### src/frqsl_pkg.sv
/*
  Package for the fetch request level and scan line register block.
  Holds register offsets, field positions, reset values and the threshold code table.
  Assumes a 32-bit AHB-Lite register bus.
*/
package frqsl_pkg;
  localparam logic [7:0]  OFS_THRESHOLD  = 8'h58;
  localparam logic [7:0]  OFS_CONVERSION = 8'h5c;
  localparam logic [7:0]  OFS_SCAN_LINE  = 8'h60;

  localparam int          GFX_LSB        = 0;
  localparam int          OV1_LSB        = 4;
  localparam int          OV2_LSB        = 8;
  localparam int          CODE_W         = 3;
  localparam int          LINE_W         = 11;
  localparam int          CONV_W         = 24;
  localparam int          RED_LSB        = 16;
  localparam int          GREEN_LSB      = 8;
  localparam int          BLUE_LSB       = 0;
  localparam int          BYTE_W         = 8;

  localparam logic [31:0] THRESHOLD_MASK = 32'h0000_0777;
  localparam logic [31:0] THRESHOLD_RST  = 32'h0000_0444;
  localparam logic [31:0] CONV_MASK      = 32'h00ff_ffff;
  localparam logic [31:0] CONV_RST       = 32'h00ed_eded;

  localparam logic [1:0]  HTRANS_NONSEQ  = 2'h2;
  localparam logic [1:0]  HTRANS_SEQ     = 2'h3;

  // Empty-entry threshold selected by a three-bit code
  function automatic logic [4:0] frqsl_level(input logic [2:0] code);
    case (code)
      3'h0:    frqsl_level = 5'h02;
      3'h1:    frqsl_level = 5'h03;
      3'h2:    frqsl_level = 5'h04;
      3'h3:    frqsl_level = 5'h05;
      3'h4:    frqsl_level = 5'h06;
      3'h5:    frqsl_level = 5'h08;
      3'h6:    frqsl_level = 5'h0a;
      default: frqsl_level = 5'h0c;
    endcase
  endfunction
endpackage

### src/frqsl_fetch_if.sv
/*
  Interface carrying one fetch FIFO's threshold code, empty count and request.
  Assumes the register module drives the code and the comparator owns the request.
*/
`timescale 1ns/1ps
interface frqsl_fetch_if #(parameter int CNT_W = 5);
  logic [2:0]       code;
  logic [CNT_W-1:0] empty_count;
  logic             request;
  modport regs (output code, output empty_count, input request);
  modport cmp  (input code, input empty_count, output request);
endinterface

### src/frqsl_regs.sv
/*
  Fetch request threshold, colour conversion and scan line registers, AHB-Lite slave.
  Assumes a single synchronous AHB-Lite master, FIFO empty counts and a line counter
  all on mclk_i.
*/
// Decided for this implementation: the AHB-Lite interface to the registers.
// How it works
// RULE1 - each fetch FIFO requests while its empty count meets its threshold
// RULE2 - graphics code at bits 2:0 maps to 2,3,4,5,6,8,10,12 empty
// RULE3 - first overlay code at bits 6:4 uses the same mapping
// RULE4 - second overlay code at bits 10:8 uses the same mapping
// RULE5 - threshold register resets to 00000444h, six empty entries each
// RULE6 - conversion register holds red, green, blue bytes, resets to EDEDEDh
// RULE7 - scan line register reads current line in bits 10:0, read only
// RULE8 - writes to read-only or reserved bits do nothing; reserved reads zero
`timescale 1ns/1ps
module frqsl_regs #(
  parameter int CNT_W = 5
) (
  input  wire logic             mclk_i,
  input  wire logic             rst_n_i,
  input  wire logic             hsel_i,
  input  wire logic [31:0]      haddr_i,
  input  wire logic [1:0]       htrans_i,
  input  wire logic             hwrite_i,
  input  wire logic [2:0]       hsize_i,
  input  wire logic [31:0]      hwdata_i,
  input  wire logic             hready_i,
  output logic      [31:0]      hrdata_o,
  output logic                  hreadyout_o,
  output logic                  hresp_o,
  input  wire logic [CNT_W-1:0] gfx_empty_count_i,
  input  wire logic [CNT_W-1:0] ov1_empty_count_i,
  input  wire logic [CNT_W-1:0] ov2_empty_count_i,
  input  wire logic [10:0]      scan_line_i,
  output logic                  gfx_request_o,
  output logic                  ov1_request_o,
  output logic                  ov2_request_o,
  output logic      [2:0]       graphics_fetch_threshold_o,
  output logic      [2:0]       first_overlay_fetch_threshold_o,
  output logic      [2:0]       second_overlay_fetch_threshold_o,
  output logic      [7:0]       red_constant_o,
  output logic      [7:0]       green_constant_o,
  output logic      [7:0]       blue_constant_o
);
  ////////////////////////////////////////////////////////////////////////////
  // Reset release
  // Assertion stays asynchronous; release is retimed so no flop leaves reset near an edge
  logic rst_meta_ff;
  logic rst_sync_ff;
  logic nxt_rst_meta;
  logic nxt_rst_sync;

  always_comb
  begin
    nxt_rst_meta = 1'b1;
    nxt_rst_sync = rst_meta_ff;
  end

  always_ff @(posedge mclk_i or negedge rst_n_i)
  begin
    if (!rst_n_i)
    begin
      rst_meta_ff <= 1'b0;
      rst_sync_ff <= 1'b0;
    end
    else
    begin
      rst_meta_ff <= nxt_rst_meta;
      rst_sync_ff <= nxt_rst_sync;
    end
  end

  ////////////////////////////////////////////////////////////////////////////
  // Helpers
  // Three-bit threshold code held at a given position of the threshold word
  function automatic logic [2:0] thr_code(input logic [31:0] word, input int lsb);
    thr_code = word[lsb +: frqsl_pkg::CODE_W];
  endfunction

  // One conversion byte held at a given position of the conversion word
  function automatic logic [7:0] conv_byte(input logic [31:0] word, input int lsb);
    conv_byte = word[lsb +: frqsl_pkg::BYTE_W];
  endfunction

  // Word returned for a read; unmapped offsets and reserved bits read zero
  function automatic logic [31:0] read_word(input logic [7:0]                   ofs,
                                            input logic [31:0]                  thr,
                                            input logic [31:0]                  conv,
                                            input logic [frqsl_pkg::LINE_W-1:0] line);
    case (ofs)
      frqsl_pkg::OFS_THRESHOLD:  read_word = thr;
      frqsl_pkg::OFS_CONVERSION: read_word = conv;
      frqsl_pkg::OFS_SCAN_LINE:  read_word = {{(32-frqsl_pkg::LINE_W){1'b0}}, line}; // see RULE7
      default:                   read_word = 32'h0000_0000; // see RULE8
    endcase
  endfunction

  ////////////////////////////////////////////////////////////////////////////
  // Bus address phase capture
  logic       wr_pend_ff;
  logic       rd_pend_ff;
  logic [7:0] addr_ff;
  logic       nxt_wr_pend;
  logic       nxt_rd_pend;
  logic [7:0] nxt_addr;
  logic       take;

  always_comb
  begin
    take        = hsel_i && hready_i && htrans_i[1];
    nxt_wr_pend = take && hwrite_i;
    nxt_rd_pend = take && !hwrite_i;
    nxt_addr    = take ? haddr_i[7:0] : addr_ff;
  end

  always_ff @(posedge mclk_i or negedge rst_sync_ff)
  begin
    if (!rst_sync_ff)
    begin
      wr_pend_ff <= 1'b0;
      rd_pend_ff <= 1'b0;
      addr_ff    <= 8'h00;
    end
    else
    begin
      wr_pend_ff <= nxt_wr_pend;
      rd_pend_ff <= nxt_rd_pend;
      addr_ff    <= nxt_addr;
    end
  end

  ////////////////////////////////////////////////////////////////////////////
  // Registers
  logic [31:0] threshold_ff;
  logic [31:0] conv_ff;
  logic [31:0] rdata_ff;
  logic [31:0] nxt_threshold;
  logic [31:0] nxt_conv;
  logic [31:0] nxt_rdata;
  logic        wr_thr;
  logic        wr_conv;

  always_comb
  begin
    nxt_threshold = threshold_ff;
    nxt_conv      = conv_ff;
    wr_thr        = wr_pend_ff && (addr_ff == frqsl_pkg::OFS_THRESHOLD);
    wr_conv       = wr_pend_ff && (addr_ff == frqsl_pkg::OFS_CONVERSION);
    // Reserved bits are masked off, scan line and unmapped writes drop
    if (wr_thr)
      nxt_threshold = hwdata_i & frqsl_pkg::THRESHOLD_MASK; // see RULE2 see RULE8
    if (wr_conv)
      nxt_conv = hwdata_i & frqsl_pkg::CONV_MASK; // see RULE6 see RULE8
    // Read data registered at the address phase so hrdata_o stays a flop; a read
    // right behind a write to the same register therefore returns the old value
    nxt_rdata = 32'h0000_0000;
    if (take && !hwrite_i)
      nxt_rdata = read_word(haddr_i[7:0], threshold_ff, conv_ff, scan_line_i);
  end

  always_ff @(posedge mclk_i or negedge rst_sync_ff)
  begin
    if (!rst_sync_ff)
    begin
      threshold_ff <= frqsl_pkg::THRESHOLD_RST; // see RULE5
      conv_ff      <= frqsl_pkg::CONV_RST; // see RULE6
      rdata_ff     <= 32'h0000_0000;
    end
    else
    begin
      threshold_ff <= nxt_threshold;
      conv_ff      <= nxt_conv;
      rdata_ff     <= nxt_rdata;
    end
  end

  ////////////////////////////////////////////////////////////////////////////
  // Fetch request comparators
  frqsl_fetch_if #(.CNT_W(CNT_W)) gfx_if ();
  frqsl_fetch_if #(.CNT_W(CNT_W)) ov1_if ();
  frqsl_fetch_if #(.CNT_W(CNT_W)) ov2_if ();

  // Each request follows its FIFO count one clock late; a FIFO must allow one
  // extra entry of slack for that
  assign gfx_if.code        = thr_code(threshold_ff, frqsl_pkg::GFX_LSB); // see RULE2
  assign ov1_if.code        = thr_code(threshold_ff, frqsl_pkg::OV1_LSB); // see RULE3
  assign ov2_if.code        = thr_code(threshold_ff, frqsl_pkg::OV2_LSB); // see RULE4
  assign gfx_if.empty_count = gfx_empty_count_i;
  assign ov1_if.empty_count = ov1_empty_count_i;
  assign ov2_if.empty_count = ov2_empty_count_i;

  frqsl_request_cmp #(.CNT_W(CNT_W)) u_gfx_cmp (
    .mclk_i  (mclk_i),
    .rst_n_i (rst_sync_ff),
    .fetch   (gfx_if.cmp)
  );
  frqsl_request_cmp #(.CNT_W(CNT_W)) u_ov1_cmp (
    .mclk_i  (mclk_i),
    .rst_n_i (rst_sync_ff),
    .fetch   (ov1_if.cmp)
  );
  frqsl_request_cmp #(.CNT_W(CNT_W)) u_ov2_cmp (
    .mclk_i  (mclk_i),
    .rst_n_i (rst_sync_ff),
    .fetch   (ov2_if.cmp)
  );

  ////////////////////////////////////////////////////////////////////////////
  // Outputs; all but hresp_o, tied low, come from flops in this module or the comparators
  assign hrdata_o                         = rdata_ff;
  assign hreadyout_o                      = rst_sync_ff;
  assign hresp_o                          = 1'b0;
  assign gfx_request_o                    = gfx_if.request; // see RULE1
  assign ov1_request_o                    = ov1_if.request; // see RULE1
  assign ov2_request_o                    = ov2_if.request; // see RULE1
  assign graphics_fetch_threshold_o       = thr_code(threshold_ff, frqsl_pkg::GFX_LSB);
  assign first_overlay_fetch_threshold_o  = thr_code(threshold_ff, frqsl_pkg::OV1_LSB);
  assign second_overlay_fetch_threshold_o = thr_code(threshold_ff, frqsl_pkg::OV2_LSB);
  assign red_constant_o                   = conv_byte(conv_ff, frqsl_pkg::RED_LSB);
  assign green_constant_o                 = conv_byte(conv_ff, frqsl_pkg::GREEN_LSB);
  assign blue_constant_o                  = conv_byte(conv_ff, frqsl_pkg::BLUE_LSB);
endmodule

### src/frqsl_request_cmp.sv
/*
  Request comparator for one fetch FIFO.
  Assumes the empty count is synchronous to mclk_i.
*/
`timescale 1ns/1ps
module frqsl_request_cmp #(
  parameter int CNT_W = 5
) (
  input  wire logic  mclk_i,
  input  wire logic  rst_n_i,
  frqsl_fetch_if.cmp fetch
);
  logic request_ff;
  logic nxt_request;

  always_comb
  begin
    nxt_request = ({{(8-CNT_W){1'b0}}, fetch.empty_count} >=
                   {3'h0, frqsl_pkg::frqsl_level(fetch.code)}); // see RULE1
  end

  always_ff @(posedge mclk_i or negedge rst_n_i)
  begin
    if (!rst_n_i)
      request_ff <= 1'b0;
    else
      request_ff <= nxt_request;
  end

  assign fetch.request = request_ff;
endmodule
### config.mk
export PLATFORM = sky130hd
export DESIGN_NAME = frqsl_regs
export DESIGN_NICKNAME = d
export VERILOG_FILES = /design/src/frqsl_pkg.sv /design/src/frqsl_fetch_if.sv /design/src/frqsl_regs.sv /design/src/frqsl_request_cmp.sv
export SDC_FILE = /design/constraint.sdc
export NUM_CORES = 1
export LEC_CHECK = 0
export ABC_AREA = 1
export ABC_CLOCK_PERIOD_IN_PS = 6200
export BUFFER_PORTS_ARGS = -buffer_cell sky130_fd_sc_hd__clkbuf_2
export CAP_MARGIN = 0
export CORE_MARGIN = 2
export CORE_UTILIZATION = 45
export CTS_BUF_LIST = sky130_fd_sc_hd__clkbuf_4 sky130_fd_sc_hd__clkbuf_8 sky130_fd_sc_hd__clkbuf_16
export CTS_CLUSTER_SIZE = 20
export DETAILED_ROUTE_END_ITERATION = 10
export PLACE_DENSITY_LB_ADDON = 0.25
export SLEW_MARGIN = 30
export SYNTH_ARGS = -nofsm -noshare
export SYNTH_HDL_FRONTEND = slang
export SYNTH_SLANG_ARGS = --single-unit
### constraint.sdc
create_clock -name mclk_i -period 6.2 [get_ports mclk_i]
set_clock_uncertainty 0.1 [all_clocks]
set_input_delay 0.62 -clock mclk_i [delete_from_list [all_inputs] [get_ports mclk_i]]
set_output_delay 0.62 -clock mclk_i [all_outputs]
set_load 0.02 [all_outputs]
# Word level (Yosys, flattened, before mapping)
# Cells that the tools add are included.
# word_totals
input_bits	100
out_inout_bits	70
register_bits	79
# classes
muxes	5
reduce_logical	10
n_eq_ne	23
order_cmp	3
# ops
cell	count
$pmux W4 S7	3
$pmux W24 S3	1
$eq A8 B7 Y1 const B	5
$mux W32	1
$eq A3 B3 Y1 const B	9
$eq A3 B2 Y1 const B	6
$ge A5 B4 Y1	3
$eq A3 B1 Y1 const B	3
$logic_not A3 Y1	3
$logic_and A1 B1 Y1	6
$logic_not A1 Y1	1

# Logic depth before layout (Yosys ltp)
# Gate-level depths: netlist of run 1.
# logic_depth
depth_word	4
mapped_depth	9
depth_no_buf	8

# Hierarchy
# Synthesis of run 1 repeated with hierarchy kept, for this count alone.
# unflattened
cells_unflattened	415
area_unflattened_um2	3704.8
# modules_own_cells
module	n_inst	seq_area_each_um2	cells_per_inst	area_each_um2
frqsl_regs	1	1727.9	322	3168.0
frqsl_request_cmp	3	25.0	31	178.9

# Worst setup path before layout of run 1
# Ideal clock, no wire load.
# synth_path
kind	register to output
start	register rst_sync_ff, in the netlist hreadyout_o
end	output port hreadyout_o
slack_ns	3.607
stages_incl_launch_ff	1
arrival_time_ns	1.873
cell_sequence	dfrtp_1
# synth_lines
element	line_no	text
start: declaration	frqsl_regs.sv:50	logic rst_sync_ff;
start signal: assignment	frqsl_regs.sv:70	rst_sync_ff <= nxt_rst_sync;
end: declaration	frqsl_regs.sv:30	output logic hreadyout_o,
# No word-level cell between the ends.

# Final worst setup path of run 1
# layout_path
start	register threshold_ff[1]
end	register u_gfx_cmp.request_ff, in the netlist u_gfx_cmp.fetch.request
# layout_between
elab_chain_cells	3
elab_cells_between_ends	9
classes_between	1 x order compare; 6 x eq/ne; 1 x mux; 1 x reduce/logical
# layout_rtl
element	line_no	text
start: declaration	frqsl_regs.sv:135	logic [31:0] threshold_ff;
start signal: assignment	frqsl_regs.sv:166	threshold_ff <= frqsl_pkg::THRESHOLD_RST;
start signal: assignment	frqsl_regs.sv:172	threshold_ff <= nxt_threshold;
$eq A3 B3 Y1 (tied with other cells)	frqsl_pkg.sv:32	case (code)
$pmux W4 S7 *	frqsl_pkg.sv:32	
$ge A5 B4 Y1 *	frqsl_request_cmp.sv:18	nxt_request = ({{(8-CNT_W){1'b0}}, fetch.empty_count} >=
named net u_gfx_cmp.nxt_request	frqsl_request_cmp.sv:14	logic nxt_request;
end signal: assignment	frqsl_request_cmp.sv:27	request_ff <= nxt_request;
end: declaration	frqsl_request_cmp.sv:13	logic request_ff;
# The timed path passes the listed nets; every way through them passes the cells marked *.
# A chain may end at the register's enable or synchronous reset.

==> flow_summary.json, run 1 <==
{
  "outcome": "finished, final reports clean",
  "cts_resized": 0,
  "critPathKind": "reg -> reg",
  "num_vias": 2989,
  "yosys-top-cells-count": "nand2_1, inv_1, dfrtp_1",
  "fin_crit_ns": 1.91,
  "worstPathArrival_ns": 2.06,
  "syn_to_final_growth_pct": 24.2,
  "clk-insertion-delay-late_ns": 0.34,
  "portBuffers": 124,
  "cts_buffers": 9,
  "synth_seq_area_share_pct": 50.1,
  "start_kind": "flip-flop",
  "maxCapViolCount": 0,
  "grt_pass1_wl_um": 13700,
  "finalSetupViolCount": 0,
  "yosys.area.top_type_share_pct": 34.8,
  "rsz0062_at_grt": "false",
  "syn_avg_cell_area_um2": 9.07,
  "grt_overflow_total": 0,
  "ys_types": 33,
  "core_um2": 7730,
  "critPathTopFamily": "compound AO/OA/AOI/OAI gates",
  "antennaDiodeCount": 0,
  "path_depth": 8,
  "finalWeightedCongestion": 0.862,
  "place_hpwl_um": 6030,
  "relSlewSlack_pct": 63.5,
  "tightest_slew_ns": 0.548,
  "synth.most_common_cell": "nand2_1",
  "setup_slack_ns": 4.29,
  "clk_path_buf_depth": 2,
  "synth_top_flop_cell": "dfrtp_1",
  "root_buffer": "clkbuf_8",
  "dieWidth_um": 93.4,
  "syn-instance-count": 397,
  "required_ns": 6.35,
  "fin_nets": 634,
  "hold_viol_final": 0,
  "cp-startpoint": "threshold_ff[1]",
  "crit-reg2reg-launch": "threshold_ff[1]",
  "clkTransAtPathRegs_ns": 0.07,
  "yosysWarnings": 0,
  "yosysTopAreaCell": "dfrtp_1",
  "cp_num_buf_inv": 0,
  "fin_crit_sh_pct": 30.8,
  "drive_gt1_share_pct": 38.3,
  "synth.top_cells.by_area": "dfrtp_1, dfstp_2, nand2_1",
  "pre_cts_slack_ns": 4.04,
  "nFillCells": 712,
  "synthesis.area_um2": 3600,
  "wirelength_um": 8260,
  "path_max_fanout": 7,
  "die-area_um2": 8730,
  "fmax_mhz": 523,
  "reg2reg_depth": 8,
  "synth_edf_count": 0,
  "leakage_nw": 2.60,
  "crit_path_end_kind": "flip-flop",
  "htree_levels": 3,
  "antenna_found_initial": 0,
  "cts_setup_buffers": 0,
  "powerDensity_nw_per_um2": 227,
  "hold_slack_ns": 0.206,
  "path_cells": "o21ai_0, o21ai_0, o21a_1, ha_1, nand2_1, nor2_1, nand2_1, o2111ai_1",
  "cts_hold_buffers": 1,
  "drt_first_pass_iters": 4,
  "gr-usage-all-layers_pct": 20.2,
  "grt_max_degree": 70,
  "tns_ns": 0,
  "initial_core_util_pct": 46.6,
  "power_mw": 1.02,
  "die_h_um": 93.4,
  "slowest_stage": "dfrtp_1",
  "routed_via_density": 4.75,
  "crit_end": "u_gfx_cmp.fetch.request",
  "async_flop_share_pct": 100,
  "cts_tree": "done",
  "r2r-end": "u_gfx_cmp.fetch.request",
  "dr.first_iter.drc_count": 134,
  "min_path_type": "reg -> async",
  "ys_seq_elements": 71,
  "row_count": 32,
  "ir_drop_uv": 123,
  "r2r_slack_ns": 4.29,
  "first_global_vias": 2960,
  "drv_slew": 0,
  "cpPeakStageDelay_ns": 0.47,
  "drcViolationCount": 0,
  "pin_count": 170,
  "wl_per_cell_um": 13.1,
  "final_util_pct": 57.9,
  "numClockSinks": 71,
  "antenna_left": 0
}
layout by cell type (no fill, tap or decap), types with 2 or more instances in the layout:
master	n
o21ai_1	21
o21ai_0	16
conb_1	10
o2111ai_1	3
clkbuf_4	2
inv_1	61
dfrtp_1	49
nand2_4	2
nor2_4	4
nand2_2	4
clkbuf_2	124
nand4_1	3
nand2_1	74
nand3_4	2
o21a_1	2
inv_2	2
nand3_1	28
clkbuf_8	11
nor3b_1	3
ha_1	12
dfstp_2	21
nor2_1	35
nor3b_2	10
a21oi_1	6
o21ai_2	8
stage by stage:
stage | std cells | instance area, um2
3_5_place_dp | 611 | 4220
5_1_grt | 629 | 4470
2_1_floorplan | 405 | 3630
6_report | 629 | 4470
4_1_cts | 628 | 4440
3_3_place_gp | 611 | 4220
worst register-to-register path: stages (launching register included):
cell	delay, ns
dfrtp_1	0.47
o21ai_0	0.31
o21ai_0	0.15
o21a_1	0.14
ha_1	0.31
nand2_1	0.07
nor2_1	0.13
nand2_1	0.06
o2111ai_1	0.09
power by group:
group          leakage (nW)  switching [mW]  internal, mW
Combinational          1.66          0.0805        0.0511
Sequential            0.831          0.0161         0.486
Clock                 0.106           0.167         0.216
flip-flops by register name (all words and copies together) (netlist names):
name / cells
hreadyout_o: 1
nxt_rst_sync: 1
u_gfx_cmp.fetch.request: 1
hrdata_o: 24
u_ov2_cmp.fetch.request: 1
u_ov1_cmp.fetch.request: 1
wr_pend_ff: 1
conv_ff: 24
threshold_ff: 9
addr_ff: 8
logic make-up after synthesis:
group	count (synthesis)	share of synthesized area, %
simple gates	171	24.9
compound gates	56	9.07
other cells	2	0.209
fa+ha+maj	12	4.17
buf+inv	84	11.3
flops	71	50.1
mux	1	0.313
worst min-delay path by stage:
| stage | end | slack (ns) | cells past startpoint |
|---|---|---|---|
| floorplan | hreadyout_o | 0.22 | 0 |
| global placement | hreadyout_o | 0.23 | 0 |
| detailed placement | hreadyout_o | 0.24 | 0 |
| CTS | hreadyout_o | 0.25 | 0 |
| global route | hrdata_o[20] | 0.24 | 1 |
| finish | hrdata_o[22] | 0.21 | 1 |
metal layers:
metal  part of all wire, %  global-route usage (%)  vias up
li1                      -                       -     1492
met1                    44                    26.2     1367
met2                    46                    32.8      116
met3                   7.7                    4.75       14
met4                   1.9                    7.97        0
met5                     0                       0        -
cell type report:
class                           instances  area, um2  share of cell area, %
Clock buffer                           13        166                   3.72
Clock inverter                          3       42.5                  0.952
Inverter                               63        236                   5.29
Multi-Input combinational cell        250       1430                   31.9
Sequential cell                        71       1800                   40.4
Tap cell                              102        128                   2.85
Timing Repair Buffer                  127        666                   14.9
No activity file was read; power rests on OpenSTA's default activity.
==> run 2: changes to the inputs <==
--- a/config.mk
+++ b/config.mk
@@ -6,7 +6,7 @@
 export NUM_CORES = 1
 export LEC_CHECK = 0
 export ABC_AREA = 1
-export ABC_CLOCK_PERIOD_IN_PS = 6200
+export ABC_CLOCK_PERIOD_IN_PS = 1900
 export BUFFER_PORTS_ARGS = -buffer_cell sky130_fd_sc_hd__clkbuf_2
 export CAP_MARGIN = 0
 export CORE_MARGIN = 2
==> constraint.sdc (replaced) <==
create_clock -name mclk_i -period 1.9 [get_ports mclk_i]
set_clock_uncertainty 0.1 [all_clocks]
set_input_delay 0.19 -clock mclk_i [delete_from_list [all_inputs] [get_ports mclk_i]]
set_output_delay 0.19 -clock mclk_i [all_outputs]
set_load 0.02 [all_outputs]
==> run 2 against run 1 <==
Critical path depth down 2; routed wire length increased by 1.9%; flip-flop and latch count did not move; combinational power rose to 3.5 times the previous value; worst hold slack got worse by 0.19 ns; cell count is 4.3% higher; core utilization grew 2.8 points; total power grew to 3.1 times the previous value; sequential share of layout area fell by 1.9 points; die area unchanged; critical path type unchanged; largest power group unchanged.
==> flow_summary.json, run 2 (same netlist as run 1, synthesis figures left out) <==
{
  "grt_overflow_total": 0,
  "initial_core_util_pct": 46.6,
  "drt_first_pass_iters": 6,
  "clk_path_buf_depth": 2,
  "path_cells": "o21ai_0, o21ai_0, o21a_1, ha_1, a21oi_1, o2111ai_1",
  "cpPeakStageDelay_ns": 0.62,
  "fmax_mhz": 560,
  "crit-reg2reg-launch": "threshold_ff[2]",
  "dr.first_iter.drc_count": 98,
  "hold_start": "hwdata_i[4]",
  "grt_pass1_wl_um": 14200,
  "rsz0062_at_grt": "false",
  "min_path_type": "in -> reg",
  "fin_crit_sh_pct": 94.0,
  "core_um2": 7730,
  "drcViolationCount": 0,
  "antenna_found_initial": 0,
  "root_buffer": "clkbuf_8",
  "leakage_nw": 2.70,
  "fin_crit_ns": 1.79,
  "cts_tree": "done",
  "design_area_um2": 4690,
  "crit_path_end_kind": "flip-flop",
  "numClockSinks": 71,
  "grt_max_degree": 70,
  "stdcell_count": 656,
  "gr-usage-all-layers_pct": 20.7,
  "ir_drop_uv": 334,
  "wl_per_cell_um": 12.8,
  "cts_buffers": 9,
  "layout_common_cells": "clkbuf_2, nand2_1, inv_1",
  "dieWidth_um": 93.4,
  "place_hpwl_um": 5990,
  "pin_count": 170,
  "cts_setup_buffers": 0,
  "outcome": "finished, final reports clean",
  "hold_viol_final": 0,
  "worstPathArrival_ns": 1.88,
  "die_h_um": 93.4,
  "drive_gt1_share_pct": 37.0,
  "row_count": 32,
  "finalSetupViolCount": 0,
  "required_ns": 2.00,
  "cts_resized": 0,
  "path_max_fanout": 9,
  "maxCapViolCount": 0,
  "routed_via_density": 4.70,
  "clkTransAtPathRegs_ns": 0.07,
  "critPathTopFamily": "compound AO/OA/AOI/OAI gates",
  "cp-startpoint": "threshold_ff[2]",
  "clk-insertion-delay-late_ns": 0.33,
  "cpMostUsedCell": "o21ai_0",
  "antennaDiodeCount": 0,
  "start_kind": "flip-flop",
  "htree_levels": 3,
  "cp_num_buf_inv": 0,
  "dp.cells": 615,
  "finalWeightedCongestion": 0.845,
  "tns_ns": 0,
  "critPathKind": "reg -> reg",
  "antenna_left": 0,
  "num_vias": 3084,
  "wirelength_um": 8420,
  "fin_nets": 661,
  "slowest_stage": "dfstp_2",
  "portBuffers": 124,
  "drv_slew": 0,
  "place_area_um2": 4260,
  "layout_commonest_cell": "clkbuf_2",
  "syn_to_final_growth_pct": 30.2,
  "powerDensity_nw_per_um2": 677,
  "first_global_vias": 3076,
  "die-area_um2": 8730
}
==> run 2: changes by cell type in the layout (fill, tap and decap cells not counted) <==
cell and change:
clkbuf_8 -1, buf_12 +1, bufinv_16 -1, buf_16 -1, dlygate4sd3_1 +24, nand3_2 +1, clkbuf_4 +2, clkinv_2 +1
buf_4 +3, nand3_4 -1, clkinvlp_4 -1
==> run 2: final cells by class <==
type | instances | area [um2]
fill | 696 | 3040
inverter | 63 | 236
clock buffer | 14 | 168
multi-input combinational | 250 | 1420
clock inverter | 2 | 10.0
tap | 102 | 128
timing repair buffer | 154 | 921
sequential | 71 | 1800
==> run 2: worst paths after layout <==
kind,endpoint,slack (ns),depth (start not counted)
max in group asynchronous,conv_ff[7],1.14,1
hold reg to reg,wr_pend_ff,0.23,1
setup / recovery,u_gfx_cmp.fetch.request,0.11,6
min in group asynchronous,nxt_rst_sync,0.07,2
setup reg to reg,u_gfx_cmp.fetch.request,0.11,6
hold / removal,threshold_ff[4],0.02,3
==> run 2: metal layers <==
layer,GRT usage (%),part of all wire [%],up-vias
met3,5.00,7.4,14
met5,0,0,-
met1,25.5,43,1412
met4,7.97,1.5,0
li1,-,-,1542
met2,35.0,48,116
==> run 2: worst min-delay path, delay by kind of cell <==
| kind | cells | cell delay [ns] |
|---|---|---|
| AOI/OAI and AO/OA | 1 | 0.06 |
| buffers and inverters | 2 | 0.16 |
==> run 2: timing repair <==
item | CTS | global route
endpoints found under the setup margin | 0 | 0
hold buffers | 25 | 0
endpoints found under the hold margin | 28 | 0
==> run 2: report_power, final <==
group          total (mW)  internal (mW)  switching (mW)
registers            1.63           1.59          0.0489
clock network        1.07          0.565           0.509
logic               0.467          0.199           0.269
==> run 2: stage by stage <==
stage                     total power [mW]  util [%]  hold WS, ns  setup WS [ns]
after floorplan                       1.94         -       -0.206         0.0351
after global placement                2.08      55.1       -0.122          0.190
after detailed placement              2.09      55.1       -0.122          0.133
after CTS                             3.21      60.7      0.00114          0.111
after global routing                  3.35      60.7       0.0118        0.00655
final                                 3.18      60.7       0.0190          0.113
